## config.mk

```make
export PLATFORM = sky130hd
export DESIGN_NAME = spt_units
export DESIGN_NICKNAME = d
export VERILOG_FILES = /design/src/hdl/spt_pkg.sv /design/src/hdl/spt_timer.sv /design/src/hdl/spt_units.sv
export SDC_FILE = /design/constraint.sdc
export NUM_CORES = 1
export LEC_CHECK = 0
export BUFFER_PORTS_ARGS = -buffer_cell sky130_fd_sc_hd__clkbuf_2
export CAP_MARGIN = 20
export CORE_ASPECT_RATIO = 0.75
export CORE_MARGIN = 3
export CORE_UTILIZATION = 50
export DETAILED_ROUTE_END_ITERATION = 8
export PLACE_DENSITY = 0.75
export SYNTH_ARGS = -nofsm -noshare
export SYNTH_HDL_FRONTEND = slang
export SYNTH_SLANG_ARGS = --single-unit
```

## constraint.sdc

```tcl
create_clock -name ref_clk -period 3.7 [get_ports ref_clk]
set_input_delay 0.37 -clock ref_clk [delete_from_list [all_inputs] [get_ports ref_clk]]
set_output_delay 0.37 -clock ref_clk [all_outputs]
set_load 0.02 [all_outputs]
```

## src/hdl/spt_pkg.sv

```systemverilog
// Purpose: shared constants for the scan pulse and timer units
// Assumes: one 10 MHz clock, scan strobe from the sequencer, time-base tick from the divider in spt_units
// Notes:   preset and elapsed values are 16-bit words, preset kept to 0..32767
`default_nettype none
package spt_pkg;
  localparam int unsigned TIME_W       = 16;
  localparam logic [15:0] PRESET_MAX   = 16'h7FFF;
  localparam logic [15:0] ELAPSED_RST  = 16'h0000;
  localparam logic        BIT_RST      = 1'b0;
  localparam int unsigned TICK_NS      = 10000000;
  localparam int unsigned CLK_NS       = 100;
  localparam int unsigned TICK_CYCLES  = TICK_NS / CLK_NS;
  typedef enum logic [1:0] {
    SPT_MODE_ON_DELAY,
    SPT_MODE_OFF_DELAY,
    SPT_MODE_SINGLE_SHOT
  } spt_mode_t;
endpackage : spt_pkg
`default_nettype wire

```

## src/hdl/spt_timer.sv

```systemverilog
// Purpose: one scan-evaluated timer (on-delay, off-delay or single shot)
// Assumes: scan_stb and tick_en are one-cycle pulses on ref_clk
// Notes:   the elapsed value saturates at preset, it never wraps
`default_nettype none
module spt_timer #(
  parameter spt_pkg::spt_mode_t MODE = spt_pkg::SPT_MODE_ON_DELAY
) (
  input  wire logic        ref_clk,     // clock
  input  wire logic        reset,       // async reset, high
  input  wire logic        scan_stb,    // once per scan
  input  wire logic        tick_en,     // time-base tick
  input  wire logic        rung_in,     // input rung
  input  wire logic [15:0] preset,      // preset time
  output logic      [15:0] elapsed,     // timer register
  output logic             timer_bit,   // timer device bit
  output logic             rung_out     // output rung
);
  logic        prev_reg;
  logic        run_reg;
  logic        out_reg;
  logic [15:0] elapsed_reg;
  logic        tick_pend_reg;
  wire         rise = rung_in & ~prev_reg;
  wire         fall = ~rung_in & prev_reg;
  wire [15:0]  el_inc = elapsed_reg + 16'h0001;
  wire         done_now = (elapsed_reg >= preset);
  // a tick between scans is held for the next scan; several ticks between scans count as one
  wire         adv = run_reg & tick_pend_reg;
  wire [15:0]  el_step = adv ? el_inc : elapsed_reg;
  wire         reach = (el_step >= preset);

  always_ff @(posedge ref_clk or posedge reset) begin
    if (reset) begin
      tick_pend_reg <= 1'b0;
    end else if (scan_stb) begin
      tick_pend_reg <= tick_en;
    end else if (tick_en) begin
      tick_pend_reg <= 1'b1;
    end
  end

  always_ff @(posedge ref_clk or posedge reset) begin
    if (reset) begin
      prev_reg    <= spt_pkg::BIT_RST;
      run_reg     <= 1'b0;
      out_reg     <= spt_pkg::BIT_RST;
      elapsed_reg <= spt_pkg::ELAPSED_RST;
    end else if (scan_stb) begin
      prev_reg <= rung_in; // RULE18
      unique case (MODE)
        spt_pkg::SPT_MODE_ON_DELAY: begin
          if (!rung_in) begin
            elapsed_reg <= spt_pkg::ELAPSED_RST; // RULE10
            run_reg     <= 1'b0;
            out_reg     <= 1'b0;
          end else if (rise) begin
            elapsed_reg <= spt_pkg::ELAPSED_RST; // RULE8
            run_reg     <= ~(preset == 16'h0000);
            out_reg     <= (preset == 16'h0000);
          end else begin
            elapsed_reg <= el_step; // RULE19
            run_reg     <= run_reg & ~reach;
            out_reg     <= out_reg | reach | done_now; // RULE9
          end
        end
        spt_pkg::SPT_MODE_OFF_DELAY: begin
          if (rung_in) begin
            elapsed_reg <= spt_pkg::ELAPSED_RST; // RULE14
            run_reg     <= 1'b0;
            out_reg     <= 1'b1; // RULE12
          end else if (fall) begin
            elapsed_reg <= spt_pkg::ELAPSED_RST; // RULE13
            run_reg     <= ~(preset == 16'h0000);
            out_reg     <= ~(preset == 16'h0000);
          end else begin
            elapsed_reg <= el_step;
            run_reg     <= run_reg & ~reach;
            out_reg     <= out_reg & ~reach; // RULE13
          end
        end
        spt_pkg::SPT_MODE_SINGLE_SHOT: begin
          if (rise && !run_reg) begin
            elapsed_reg <= spt_pkg::ELAPSED_RST; // RULE16
            run_reg     <= ~(preset == 16'h0000);
            out_reg     <= ~(preset == 16'h0000);
          end else begin
            // shot runs to its end whatever the input does after rising
            elapsed_reg <= el_step;
            run_reg     <= run_reg & ~reach;
            out_reg     <= out_reg & ~reach; // RULE17
          end
        end
        default: begin
          run_reg <= 1'b0;
        end
      endcase
    end
  end

  assign elapsed   = elapsed_reg;
  assign timer_bit = out_reg;
  assign rung_out  = out_reg;
endmodule : spt_timer
`default_nettype wire

```

## src/hdl/spt_units.sv

```systemverilog
// Purpose: pulse contact, pulse coils and three timers of the ladder engine
// Assumes: scan_stb from the scan sequencer; rung inputs settle before it
// Notes:   every result is latched at the scan strobe and held for the scan
//
// What this block does
// RULE1: negative pulse contact outputs ON when rung ON and device fell.
// RULE2: negative pulse contact OFF when rung OFF or device currently ON.
// RULE3: positive pulse coil sets target ON one scan on rung rising.
// RULE4: positive pulse coil writes OFF otherwise.
// RULE5: negative pulse coil sets target ON one scan on rung falling.
// RULE6: negative pulse coil writes OFF otherwise.
// RULE7: program uses at most 2048 edge-detecting instances overall.
// RULE8: on-delay timer starts elapsed count when its input rises.
// RULE9: on-delay output ON once elapsed reaches preset; counting stops.
// RULE10: on-delay input OFF clears elapsed to 0 and output OFF.
// RULE11: preset operand lies within 0 to 32767.
// RULE12: off-delay output and timer bit turn ON at input rise.
// RULE13: off-delay counts after input falls, output OFF at preset.
// RULE14: off-delay holds output ON and does not count while input ON.
// RULE15: one timer register serves only one timer instance.
// RULE16: single-shot output ON and counting starts at input rise.
// RULE17: single-shot output OFF and counting stops at preset.
// RULE18: every unit samples inputs each scan as previous-scan state.
// RULE19: elapsed time advances one count per time-base tick; code adds at most one count per scan, several ticks between scans count as one.
`default_nettype none
module spt_units #(
  parameter int unsigned TICK_CYCLES = spt_pkg::TICK_CYCLES
) (
  input  wire logic        ref_clk,       // 10 MHz clock
  input  wire logic        reset,         // async reset, high
  input  wire logic        scan_stb,      // one-cycle scan strobe
  input  wire logic        npc_rung,      // neg pulse contact input rung
  input  wire logic        npc_dev,       // neg pulse contact device
  output logic             npc_out,       // neg pulse contact output rung
  input  wire logic        ppc_rung,      // pos pulse coil input rung
  output logic             ppc_dev,       // pos pulse coil target device
  input  wire logic        npl_rung,      // neg pulse coil input rung
  output logic             npl_dev,       // neg pulse coil target device
  input  wire logic        ond_rung,      // on_delay_timer input
  input  wire logic [15:0] ond_preset,    // on_delay_timer preset
  output logic      [15:0] ond_elapsed,   // on_delay_timer register
  output logic             ond_bit,       // on_delay_timer device bit
  output logic             ond_out,       // on_delay_timer output rung
  input  wire logic        ofd_rung,      // off_delay_timer input
  input  wire logic [15:0] ofd_preset,    // off_delay_timer preset
  output logic      [15:0] ofd_elapsed,   // off_delay_timer register
  output logic             ofd_bit,       // off_delay_timer device bit
  output logic             ofd_out,       // off_delay_timer output rung
  input  wire logic        ssh_rung,      // single shot input
  input  wire logic [15:0] ssh_preset,    // single shot preset
  output logic      [15:0] ssh_elapsed,   // single shot register
  output logic             ssh_bit,       // single shot device bit
  output logic             ssh_out,       // single shot output rung
  output logic             tick_en        // time-base tick pulse
);
  localparam int unsigned DIV_W = $clog2(TICK_CYCLES + 1);
  logic [DIV_W-1:0] div_reg;
  logic             tick_reg;
  logic             npc_dev_prev_reg;
  logic             ppc_prev_reg;
  logic             npl_prev_reg;
  logic             npc_out_reg;
  logic             ppc_dev_reg;
  logic             npl_dev_reg;

  // preset kept in range; upper bit ignored rather than trusted
  wire [15:0] ond_pre = ond_preset & spt_pkg::PRESET_MAX; // RULE11
  wire [15:0] ofd_pre = ofd_preset & spt_pkg::PRESET_MAX;
  wire [15:0] ssh_pre = ssh_preset & spt_pkg::PRESET_MAX;
  wire div_end = (div_reg == DIV_W'(TICK_CYCLES - 1));

  wire npc_next = npc_rung & ~npc_dev & npc_dev_prev_reg; // RULE1 RULE2
  wire ppc_next = ppc_rung & ~ppc_prev_reg; // RULE3 RULE4
  wire npl_next = ~npl_rung & npl_prev_reg; // RULE5 RULE6

  always_ff @(posedge ref_clk or posedge reset) begin
    if (reset) begin
      div_reg  <= '0;
      tick_reg <= 1'b0;
    end else begin
      div_reg  <= div_end ? '0 : div_reg + DIV_W'(1);
      tick_reg <= div_end; // RULE19
    end
  end

  always_ff @(posedge ref_clk or posedge reset) begin
    if (reset) begin
      npc_dev_prev_reg <= spt_pkg::BIT_RST;
      ppc_prev_reg     <= spt_pkg::BIT_RST;
      npl_prev_reg     <= spt_pkg::BIT_RST;
      npc_out_reg      <= spt_pkg::BIT_RST;
      ppc_dev_reg      <= spt_pkg::BIT_RST;
      npl_dev_reg      <= spt_pkg::BIT_RST;
    end else if (scan_stb) begin
      npc_dev_prev_reg <= npc_dev; // RULE18
      ppc_prev_reg     <= ppc_rung;
      npl_prev_reg     <= npl_rung;
      npc_out_reg      <= npc_next;
      ppc_dev_reg      <= ppc_next;
      npl_dev_reg      <= npl_next;
    end
  end

  spt_timer #(.MODE(spt_pkg::SPT_MODE_ON_DELAY)) u_ond (
    .ref_clk   (ref_clk),
    .reset     (reset),
    .scan_stb  (scan_stb),
    .tick_en   (tick_reg),
    .rung_in   (ond_rung),
    .preset    (ond_pre),
    .elapsed   (ond_elapsed),
    .timer_bit (ond_bit),
    .rung_out  (ond_out)
  );

  spt_timer #(.MODE(spt_pkg::SPT_MODE_OFF_DELAY)) u_ofd (
    .ref_clk   (ref_clk),
    .reset     (reset),
    .scan_stb  (scan_stb),
    .tick_en   (tick_reg),
    .rung_in   (ofd_rung),
    .preset    (ofd_pre),
    .elapsed   (ofd_elapsed),
    .timer_bit (ofd_bit),
    .rung_out  (ofd_out)
  );

  spt_timer #(.MODE(spt_pkg::SPT_MODE_SINGLE_SHOT)) u_ssh (
    .ref_clk   (ref_clk),
    .reset     (reset),
    .scan_stb  (scan_stb),
    .tick_en   (tick_reg),
    .rung_in   (ssh_rung),
    .preset    (ssh_pre),
    .elapsed   (ssh_elapsed),
    .timer_bit (ssh_bit),
    .rung_out  (ssh_out)
  );

  assign npc_out = npc_out_reg;
  assign ppc_dev = ppc_dev_reg;
  assign npl_dev = npl_dev_reg;
  assign tick_en = tick_reg;
endmodule : spt_units
`default_nettype wire

```

==> flow_summary.yaml, run 1 <==
grt:
  grt_max_degree: 55
  grt.overflow.total: 0
  grt_use_total_pct: 22.9
  grt_first_pass_wirelength_mm: 25.2
  antenna_found_initial: 0
  first_global_vias: 5293
clocking:
  cts_setup_buffers: 0
  clock_latency_ns: 0.34
  postCtsHoldBufs: 0
  clkTransAtPathRegs_ns: 0.07
  root_buffer: "clkbuf_16"
  cts_sinks: 82
  post_cts_resized: 0
  tritoncts: "done"
  cts_inserted_buffers: 9
  cts.path.max_buffers: 2
  cts-htree-levels: 3
critical_path:
  setup.worst_path.start_class: "flop"
  crit_arrival_ns: 3.51
  crit_path_end_kind: "flop"
  crit_path_max_fanout: 8
  critPathKind: "reg -> reg"
  required_ns: 3.90
yosys:
  syn-instance-count: 667
  synth-seq-cells: 82
  synthDistinctLibCells: 63
  ys.flop_type: "dfrtp_1"
  netlist_area_mm2: 0.00599
  synth_top_cell_by_area: "dfrtp_1"
  synth_warnings: 0
  synth_edf_count: 0
  syn_avg_cell_area_um2: 8.98
  yosys-top-cells-area: "dfrtp_1, ha_1, o21ai_0, xnor2_1, xor2_1"
  ys_seq_area_share_pct: 34.3
  async_reset_ff_share_pct: 100
  syn_nets: 789
  synth_top_area_share_pct: 34.3
power:
  p_clk_share_pct: 40.3
  power_frac_comb_pct: 14.4
  p_int_w: 0.00153
  vdd_drop_max_mv: 0.215
  p_switching_w: 0.000630
  powerDensity_mw_per_mm2: 310
  p_leak_nw: 3.62
  pwr-share-seq_pct: 45.3
  p_sw_share_pct: 29.2
route:
  drt_iter0_drc: 447
  drt_pass1_iterations: 6
  wl_per_cell_um: 16.4
  route.antenna.remaining_nets: 0
  finalWirelength_mm: 15.4
  drcViolationCount: 0
  viasPerCell: 5.83
  vias: 5457
floorplanning:
  rows: 33
  initial_core_util_pct: 52.9
  die_w_um: 132
  core-area_mm2: 0.0113
  fp.dieH_um: 101
  dieArea_mm2: 0.0133
  pin_count: 116
sta:
  fmax_mhz: 302
  setup-tns-final_ns: 0
  rsz0062_at_grt: "false"
  finClkSkew_ns: 0.00749
  tightest_slew_ns: 0.731
  setup_violations: 0
  hold_viol_final: 0
  layout_min_cycle_time_ns: 3.31
  drv_slew: 0
  whs_ns: 0.0415
  finalCritPeriodShare_pct: 89.5
  slew_headroom_pct: 51.1
layout:
  largest_reg_flops: 17
  drive_above_1_share_pct: 20.7
  antenna_cells: 0
  final_nets: 896
  area_delta_synth_final_pct: 16.3
status:
  status: "finished clean"
placement:
  dp_hpwl_mm: 11.7
  gp_congestion: 0.903
  port_buffers: 112
job:
  maxCapViolations: 0
min_path:
  hp-class: "in -> async"
-- critical path, cell delays in order (launching register included) --
cell and delay, ns:
dfrtp_1 0.45, ha_1 0.19, nand3_1 0.13, nor2_2 0.37, nand4_1 0.26, nor2_1 0.19, xor2_1 0.25, ha_1 0.29
and3_1 0.17, o211ai_1 0.09, a21oi_1 0.08, a2111oi_2 0.45, o211a_1 0.21, o21ai_1 0.06
-- kinds of logic after synthesis --
| family | synth area share, % |
|---|---|
| buf+inv | 5.89 |
| fa+ha+maj | 13.4 |
| flops | 34.3 |
| simple gates | 19.1 |
| xor+xnor | 8.48 |
| compound gates | 17.0 |
| mux | 1.86 |
-- path summary, 6_finish.rpt --
kind | cells after the start | to | from | slack [ns]
min | 2 | u_ssh.elapsed[7] | reset | 0.04
max reg2reg | 13 | u_ond.rung_out | u_ond.elapsed[1] | 0.39
max | 13 | u_ond.rung_out | u_ond.elapsed[1] | 0.39
min reg2reg | 1 | div_reg[0] | div_reg[0] | 0.47
max in group asynchronous | 3 | u_ssh.run_reg | reset | 2.59
min in group ref_clk | 2 | npl_dev | npl_rung | 0.22
-- cells in the mapped netlist (all sizes together), types with 20 or more instances --
cell	instances
nand3	30
ha	64
nand2	52
a22o	20
dfrtp	82
nand4	20
a21oi	22
xor2	28
xnor2	30
nor2	41
o21ai	54
inv	59
-- area by class of cell --
type	instances	area [um2]
clock buffer	10	239
clock inverter	6	48.8
tap	157	196
timing repair buffer	120	621
fill	1008	4350
inverter	59	223
multi-input combinational	502	3580
sequential	82	2050
-- metrics by stage --
step                total power [W]  std cells  cell area [um2]  utilization (%)  setup slack (ns)
finish                      0.00216        936             6960             61.5             0.389
global route                0.00226        936             6960             61.5             0.101
CTS                         0.00218        936             6960             61.5             0.401
detailed placement          0.00130        920             6670             59.0             0.414
global placement            0.00129        920             6670             59.0             0.555
floorplan                   0.00119        667             5990                -             0.716
-- placed cells by master (no fill, tap or decap), types with 5 or more instances in the layout --
cell type / Yosys / layout
o21ai_0: 53 / 53
nand3_1: 30 / 30
dfrtp_1: 82 / 82
clkbuf_2: 0 / 112
a21o_1: 5 / 5
o31ai_1: 15 / 15
nand2b_1: 8 / 8
buf_4: 4 / 8
clkbuf_16: 0 / 9
nor3_1: 6 / 6
xnor2_1: 30 / 30
nor2b_1: 5 / 5
and4_1: 5 / 5
mux2_2: 9 / 9
nor4_1: 14 / 14
a211oi_1: 5 / 5
nor2_1: 40 / 40
a21oi_1: 22 / 22
a31oi_1: 8 / 8
and3_1: 12 / 12
nand2_1: 52 / 52
xor2_1: 28 / 28
a22o_1: 20 / 20
inv_1: 59 / 58
nand4_1: 19 / 19
ha_1: 64 / 64
-- power by group through the flow --
| stage | Combinational, W | Sequential, W | Clock (W) |
|---|---|---|---|
| after floorplan | 0.000183 | 0.00100 | 0 |
| after global placement | 0.000297 | 0.000991 | 0 |
| after detailed placement | 0.000312 | 0.000993 | 0 |
| after CTS | 0.000313 | 0.000977 | 0.000891 |
| after global routing | 0.000350 | 0.000985 | 0.000928 |
| final | 0.000311 | 0.000979 | 0.000871 |
-- per-layer routing --
layer | part of all wire, % | global-route usage [%]
met5 | 0 | 0
met2 | 45 | 36.3
met4 | 1.2 | 6.31
met3 | 6.7 | 5.19
met1 | 47 | 31.9
Power figures use the tool's default switching activity.
==> inputs of run 2 (changes only) <==
clock period = 3.9 ns   (was 3.7 ns; I/O delays follow)
==> flow_summary.yaml, run 2 (synthesis gave the netlist of run 1 again) <==
route:
  drt_pass1_iterations: 5
  viasPerCell: 5.76
  drcViolationCount: 0
  drt_iter0_drc: 384
  finalWirelength_mm: 15.1
  wl_per_cell_um: 16.2
  route.antenna.remaining_nets: 0
  vias: 5376
sta:
  rsz0062_at_grt: "false"
  setup_violations: 0
  finClkSkew_ns: 0.00653
  finalCritPeriodShare_pct: 86.3
  drv_slew: 0
  setup-tns-final_ns: 0
  tightest_slew_ns: 0.761
  layout_min_cycle_time_ns: 3.37
  slew_headroom_pct: 49.2
  hold_viol_final: 0
  fmax_mhz: 297
floorplanning:
  fp.dieH_um: 101
  pin_count: 116
  initial_core_util_pct: 52.9
  die_w_um: 132
  rows: 33
  core-area_mm2: 0.0113
  dieArea_mm2: 0.0133
critical_path:
  reg2regPathDepth: 12
  r2r_slack_ns: 0.53
  setup.worst_path.start_class: "flop"
  reg2reg_to: "u_ond.rung_out"
  crit_arrival_ns: 3.57
  max_stage_delay_ns: 0.45
  path_buf_inv: 0
  crit_path_end_kind: "flop"
  crit_path_max_fanout: 7
  critPathKind: "reg -> reg"
  cp_cell_sequence: "and4_4 > nand4_4 > nor2_1 > and2_1 > xor2_1 > ha_1 > a21oi_1 > o21ai_0 > a221o_1 > a2111oi_2 > o211a_1 > o21ai_1"
  cpLargestDelayFamily: "compound AO/OA/AOI/OAI gates"
  required_ns: 4.10
  cp_slowest_cell: "dfrtp_1"
  r2r-start: "u_ond.elapsed[1]"
clocking:
  clkTransAtPathRegs_ns: 0.06
  cts_sinks: 82
  cts.path.max_buffers: 2
  cts-htree-levels: 3
  root_buffer: "clkbuf_16"
  cts_setup_buffers: 0
  tritoncts: "done"
  postCtsHoldBufs: 0
  cts_inserted_buffers: 9
  post_cts_resized: 0
  clock_latency_ns: 0.34
layout:
  final_util_pct: 61.6
  antenna_cells: 0
  drive_above_1_share_pct: 20.3
  largest_reg_flops: 17
  final_nets: 894
  most-common-layout-cells: "clkbuf_2, dfrtp_1, ha_1"
  layout_commonest_cell: "clkbuf_2"
  area_delta_synth_final_pct: 16.3
grt:
  first_global_vias: 5118
  grt.overflow.total: 0
  grt_use_total_pct: 22.9
  grt_first_pass_wirelength_mm: 24.9
  grt_max_degree: 47
  antenna_found_initial: 0
power:
  powerDensity_mw_per_mm2: 299
  p_int_w: 0.00151
  power_frac_comb_pct: 14.1
  vdd_drop_max_mv: 0.235
  p_switching_w: 0.000572
  p_sw_share_pct: 27.4
  p_leak_nw: 3.60
  p_clk_share_pct: 41.4
  pwr-share-seq_pct: 44.5
placement:
  dp_hpwl_mm: 11.6
  gp_congestion: 0.904
  port_buffers: 112
min_path:
  hp-class: "in -> async"
status:
  status: "finished clean"
job:
  maxCapViolations: 0
run 2: cell types whose count changed in the layout (fill, tap and decap cells not counted), sizes merged:
cell / before / now
buf: 8 / 6
clkinv: 4 / 2
clkinvlp: 0 / 2
inv: 61 / 59
bufinv: 0 / 1
clkbuf: 122 / 123
run 2: worst max path at each step:
stage | slack, ns | from | endpoint | cells past startpoint
2_1_floorplan | 0.92 | u_ond.elapsed[1] | u_ond.rung_out | 12
3_3_place_gp | 0.63 | u_ond.elapsed[1] | u_ond.rung_out | 12
3_5_place_dp | 0.57 | u_ond.elapsed[1] | u_ond.rung_out | 12
4_1_cts | 0.56 | u_ond.elapsed[1] | u_ond.rung_out | 12
5_1_grt | 0.23 | u_ond.elapsed[1] | u_ond.rung_out | 10
6_report | 0.53 | u_ond.elapsed[1] | u_ond.rung_out | 12
run 2: area by class of cell:
type,count,area (um2)
inverter,59,223
tap,157,196
clock inverter,5,62.6
clock buffer,11,243
sequential,82,2050
fill,995,4350
multi-input combinational,502,3580
timing repair buffer,118,606
run 2: power groups by stage:
stage / Sequential, W / Combinational (W) / Clock [W]
finish: 0.000927 / 0.000293 / 0.000864
global route: 0.000933 / 0.000333 / 0.000908
CTS: 0.000926 / 0.000296 / 0.000881
detailed placement: 0.000941 / 0.000294 / 0
global placement: 0.000940 / 0.000280 / 0
floorplan: 0.000952 / 0.000174 / 0
run 2: layer usage:
layer  wire length, um  track usage (%)  part of all wire (%)
met5                 0                0                     0
met3               992             4.74                   6.6
met4               128             4.55                  0.85
met1              7170             32.8                    47
met2              6850             36.2                    45
run 2: per-stage QoR:
stage | cell area (um2) | cells | power (W) | setup slack, ns | hold WS (ns)
floorplan | 5990 | 667 | 0.00113 | 0.916 | 0.424
global placement | 6660 | 918 | 0.00122 | 0.628 | 0.440
detailed placement | 6660 | 918 | 0.00123 | 0.567 | 0.447
CTS | 6960 | 934 | 0.00210 | 0.564 | 0.112
global route | 6960 | 934 | 0.00217 | 0.235 | 0.147
finish | 6960 | 934 | 0.00208 | 0.534 | 0.0999
run 2: worst register-to-register path, delay by kind of cell (launching register included):
family | cells | cell delay, ns
AO/OA/AOI/OAI | 6 | 1.17
XOR/XNOR | 1 | 0.19
adder cells (fa/ha/maj) | 1 | 0.28
flip-flops | 1 | 0.45
AND/OR/NAND/NOR | 4 | 1.14
==> inputs of run 3 (changes only) <==
SYNTH_HIERARCHICAL = 1   (was not set)
==> flow_summary.yaml, run 3 <==
floorplanning:
  fp.dieH_um: 103
  die_w_um: 135
  core-area_mm2: 0.0119
  pin_count: 116
  rows: 34
  initial_core_util_pct: 52.7
  dieArea_mm2: 0.0139
yosys:
  synth.most_common_cell: "dfrtp_1"
  synth_top_area_share_pct: 33.5
  netlist_top_cells_count: "dfrtp_1, ha_1, inv_1, nand2_1, nor2_1"
  synth_edf_count: 0
  yosys-top-cells-area: "dfrtp_1, ha_1, xnor2_1, inv_1, nand2_1"
  ys_seq_area_share_pct: 33.5
  syn_avg_cell_area_um2: 9.12
  synth_top_cell_by_area: "dfrtp_1"
  async_reset_ff_share_pct: 100
  syn-instance-count: 688
  synth_warnings: 6
  synth-seq-cells: 84
  netlist_area_mm2: 0.00627
  ys.flop_type: "dfrtp_1"
  synthDistinctLibCells: 78
critical_path:
  r2r-start: "u_ofd/elapsed[5]"
  max_stage_delay_ns: 0.45
  worstSetupStartpoint: "u_ofd/elapsed[5]"
  crit_arrival_ns: 3.52
  required_ns: 4.18
  crit_path_end_kind: "flop"
  cp_cell_sequence: "and3_1 > nand3_4 > nor3_2 > and4_1 > xor2_1 > ha_1 > a211oi_1 > o32ai_1 > nor4_1 > a31o_2 > a22o_1"
  critPathKind: "reg -> reg"
  cp_slowest_cell: "nor4_1"
  crit_path_max_fanout: 7
  setup.worst_path.start_class: "flop"
route:
  vias: 5623
  viasPerCell: 5.82
  drcViolationCount: 0
  route.antenna.remaining_nets: 0
  wl_per_cell_um: 16.5
  finalWirelength_mm: 15.9
  drt_pass1_iterations: 5
  drt_iter0_drc: 446
layout:
  layout_commonest_cell: "clkbuf_2"
  antenna_cells: 0
  drive_above_1_share_pct: 21.4
  most-common-layout-cells: "clkbuf_2, dfrtp_1, ha_1"
  area_delta_synth_final_pct: 16.3
  final_nets: 925
  largest_reg_flops: 17
grt:
  grt_max_degree: 36
  antenna_found_initial: 0
  grt.overflow.total: 0
  first_global_vias: 5291
  grt_use_total_pct: 23.0
  grt_first_pass_wirelength_mm: 25.8
clocking:
  cts_sinks: 84
  root_buffer: "clkbuf_16"
  clkTransAtPathRegs_ns: 0.06
  clock_latency_ns: 0.34
  cts_setup_buffers: 0
  cts.path.max_buffers: 2
  postCtsHoldBufs: 0
  cts-htree-levels: 3
  tritoncts: "done"
  post_cts_resized: 0
  cts_inserted_buffers: 9
min_path:
  hp-class: "in -> async"
power:
  p_sw_share_pct: 28.6
  power_frac_comb_pct: 15.7
  pwr-share-seq_pct: 42.9
  p_int_w: 0.00161
  powerDensity_mw_per_mm2: 308
  p_clk_share_pct: 41.3
  vdd_drop_max_mv: 0.209
  p_switching_w: 0.000642
  p_leak_nw: 3.81
sta:
  setup_violations: 0
  slew_headroom_pct: 40.7
  drv_slew: 0
  fin_ws_ns: 0.657
  layout_min_cycle_time_ns: 3.24
  rsz0062_at_grt: "false"
  finClkSkew_ns: 0.00794
  fmax_mhz: 308
  finalCritPeriodShare_pct: 83.2
  tightest_slew_ns: 0.889
  hold_viol_final: 0
  setup-tns-final_ns: 0
job:
  maxCapViolations: 0
placement:
  post-place-ws_ns: 0.744
  gp_congestion: 0.885
  dp_hpwl_mm: 12.2
  port_buffers: 112
status:
  status: "finished clean"
==> run 3: cell count changes after synthesis, moves of 5 or more <==
cell | before | now
clkbuf_1 | 13 | 7
inv_1 | 59 | 66
nor3_1 | 6 | 13
o21ai_0 | 53 | 41
o31ai_1 | 15 | 8
xnor2_1 | 30 | 35
==> run 3: routing by layer <==
layer,wire length (um),global-route usage (%),up-vias
li1,-,-,2690
met1,7520,32.4,2722
met4,182,6.27,0
met5,0,0,-
met2,7300,36.7,194
met3,944,4.20,17
==> run 3: through the flow <==
stage | utilization [%] | cells | hold WS [ns] | total power, W | cell area, um2
detailed placement | 58.5 | 950 | 0.480 | 0.00133 | 6970
floorplan | - | 692 | 0.354 | 0.00120 | 6290
CTS | 61.2 | 966 | 0.264 | 0.00227 | 7290
global route | 61.2 | 966 | 0.306 | 0.00236 | 7290
global placement | 58.5 | 950 | 0.474 | 0.00131 | 6970
finish | 61.2 | 966 | 0.249 | 0.00225 | 7290
==> run 3: logic make-up (layout without fill, tap and decap cells) <==
group                      Yosys count  after routing  synth area share [%]
AOI/OAI and AO/OA                  142            142                  15.0
xor gates and xnor gates            60             60                  8.50
adders and majority gates           68             68                  13.6
buffers and inverters               86            198                  5.70
DFF                                 84             84                  33.5
muxes                               10             10                  1.76
other                                1              5                0.0598
and+or+nand+nor                    237            237                  22.0
==> run 3: area by class of cell <==
cell class	instances	area, um2
repair buffers	115	583
multi-input cells	522	3830
clock buffers	9	225
inverters	67	251
clock inverters	7	96.3
well taps	162	203
fillers	1038	4620
flip-flops and latches	84	2100
==> run 3: critical path, delay by kind of cell, from the launching register on <==
kind                     cells  cell delay, ns
AND/OR/NAND/NOR              5            1.50
AO/OA/AOI/OAI                4            0.81
flip-flops                   1            0.44
adder cells (fa/ha/maj)      1            0.26
XOR/XNOR                     1            0.16
==> run 3: final timing paths <==
check                      slack (ns)  cells past startpoint                to
max in group asynchronous        3.07                      2           npc_out
min in group ref_clk             0.30                      2      npl_prev_reg
min                              0.25                      2  u_ofd/elapsed[0]
min reg2reg                      0.49                      1        div_reg[0]
max                              0.66                     11     u_ofd/run_reg
max reg2reg                      0.66                     11     u_ofd/run_reg
==> run 3: power by group through the flow <==
stage	Sequential [W]	Combinational [W]	Clock (W)
CTS	0.000966	0.000355	0.000946
finish	0.000966	0.000354	0.000930
floorplan	0.000997	0.000205	0
global placement	0.000977	0.000337	0
global route	0.000974	0.000397	0.000987
detailed placement	0.000982	0.000353	0
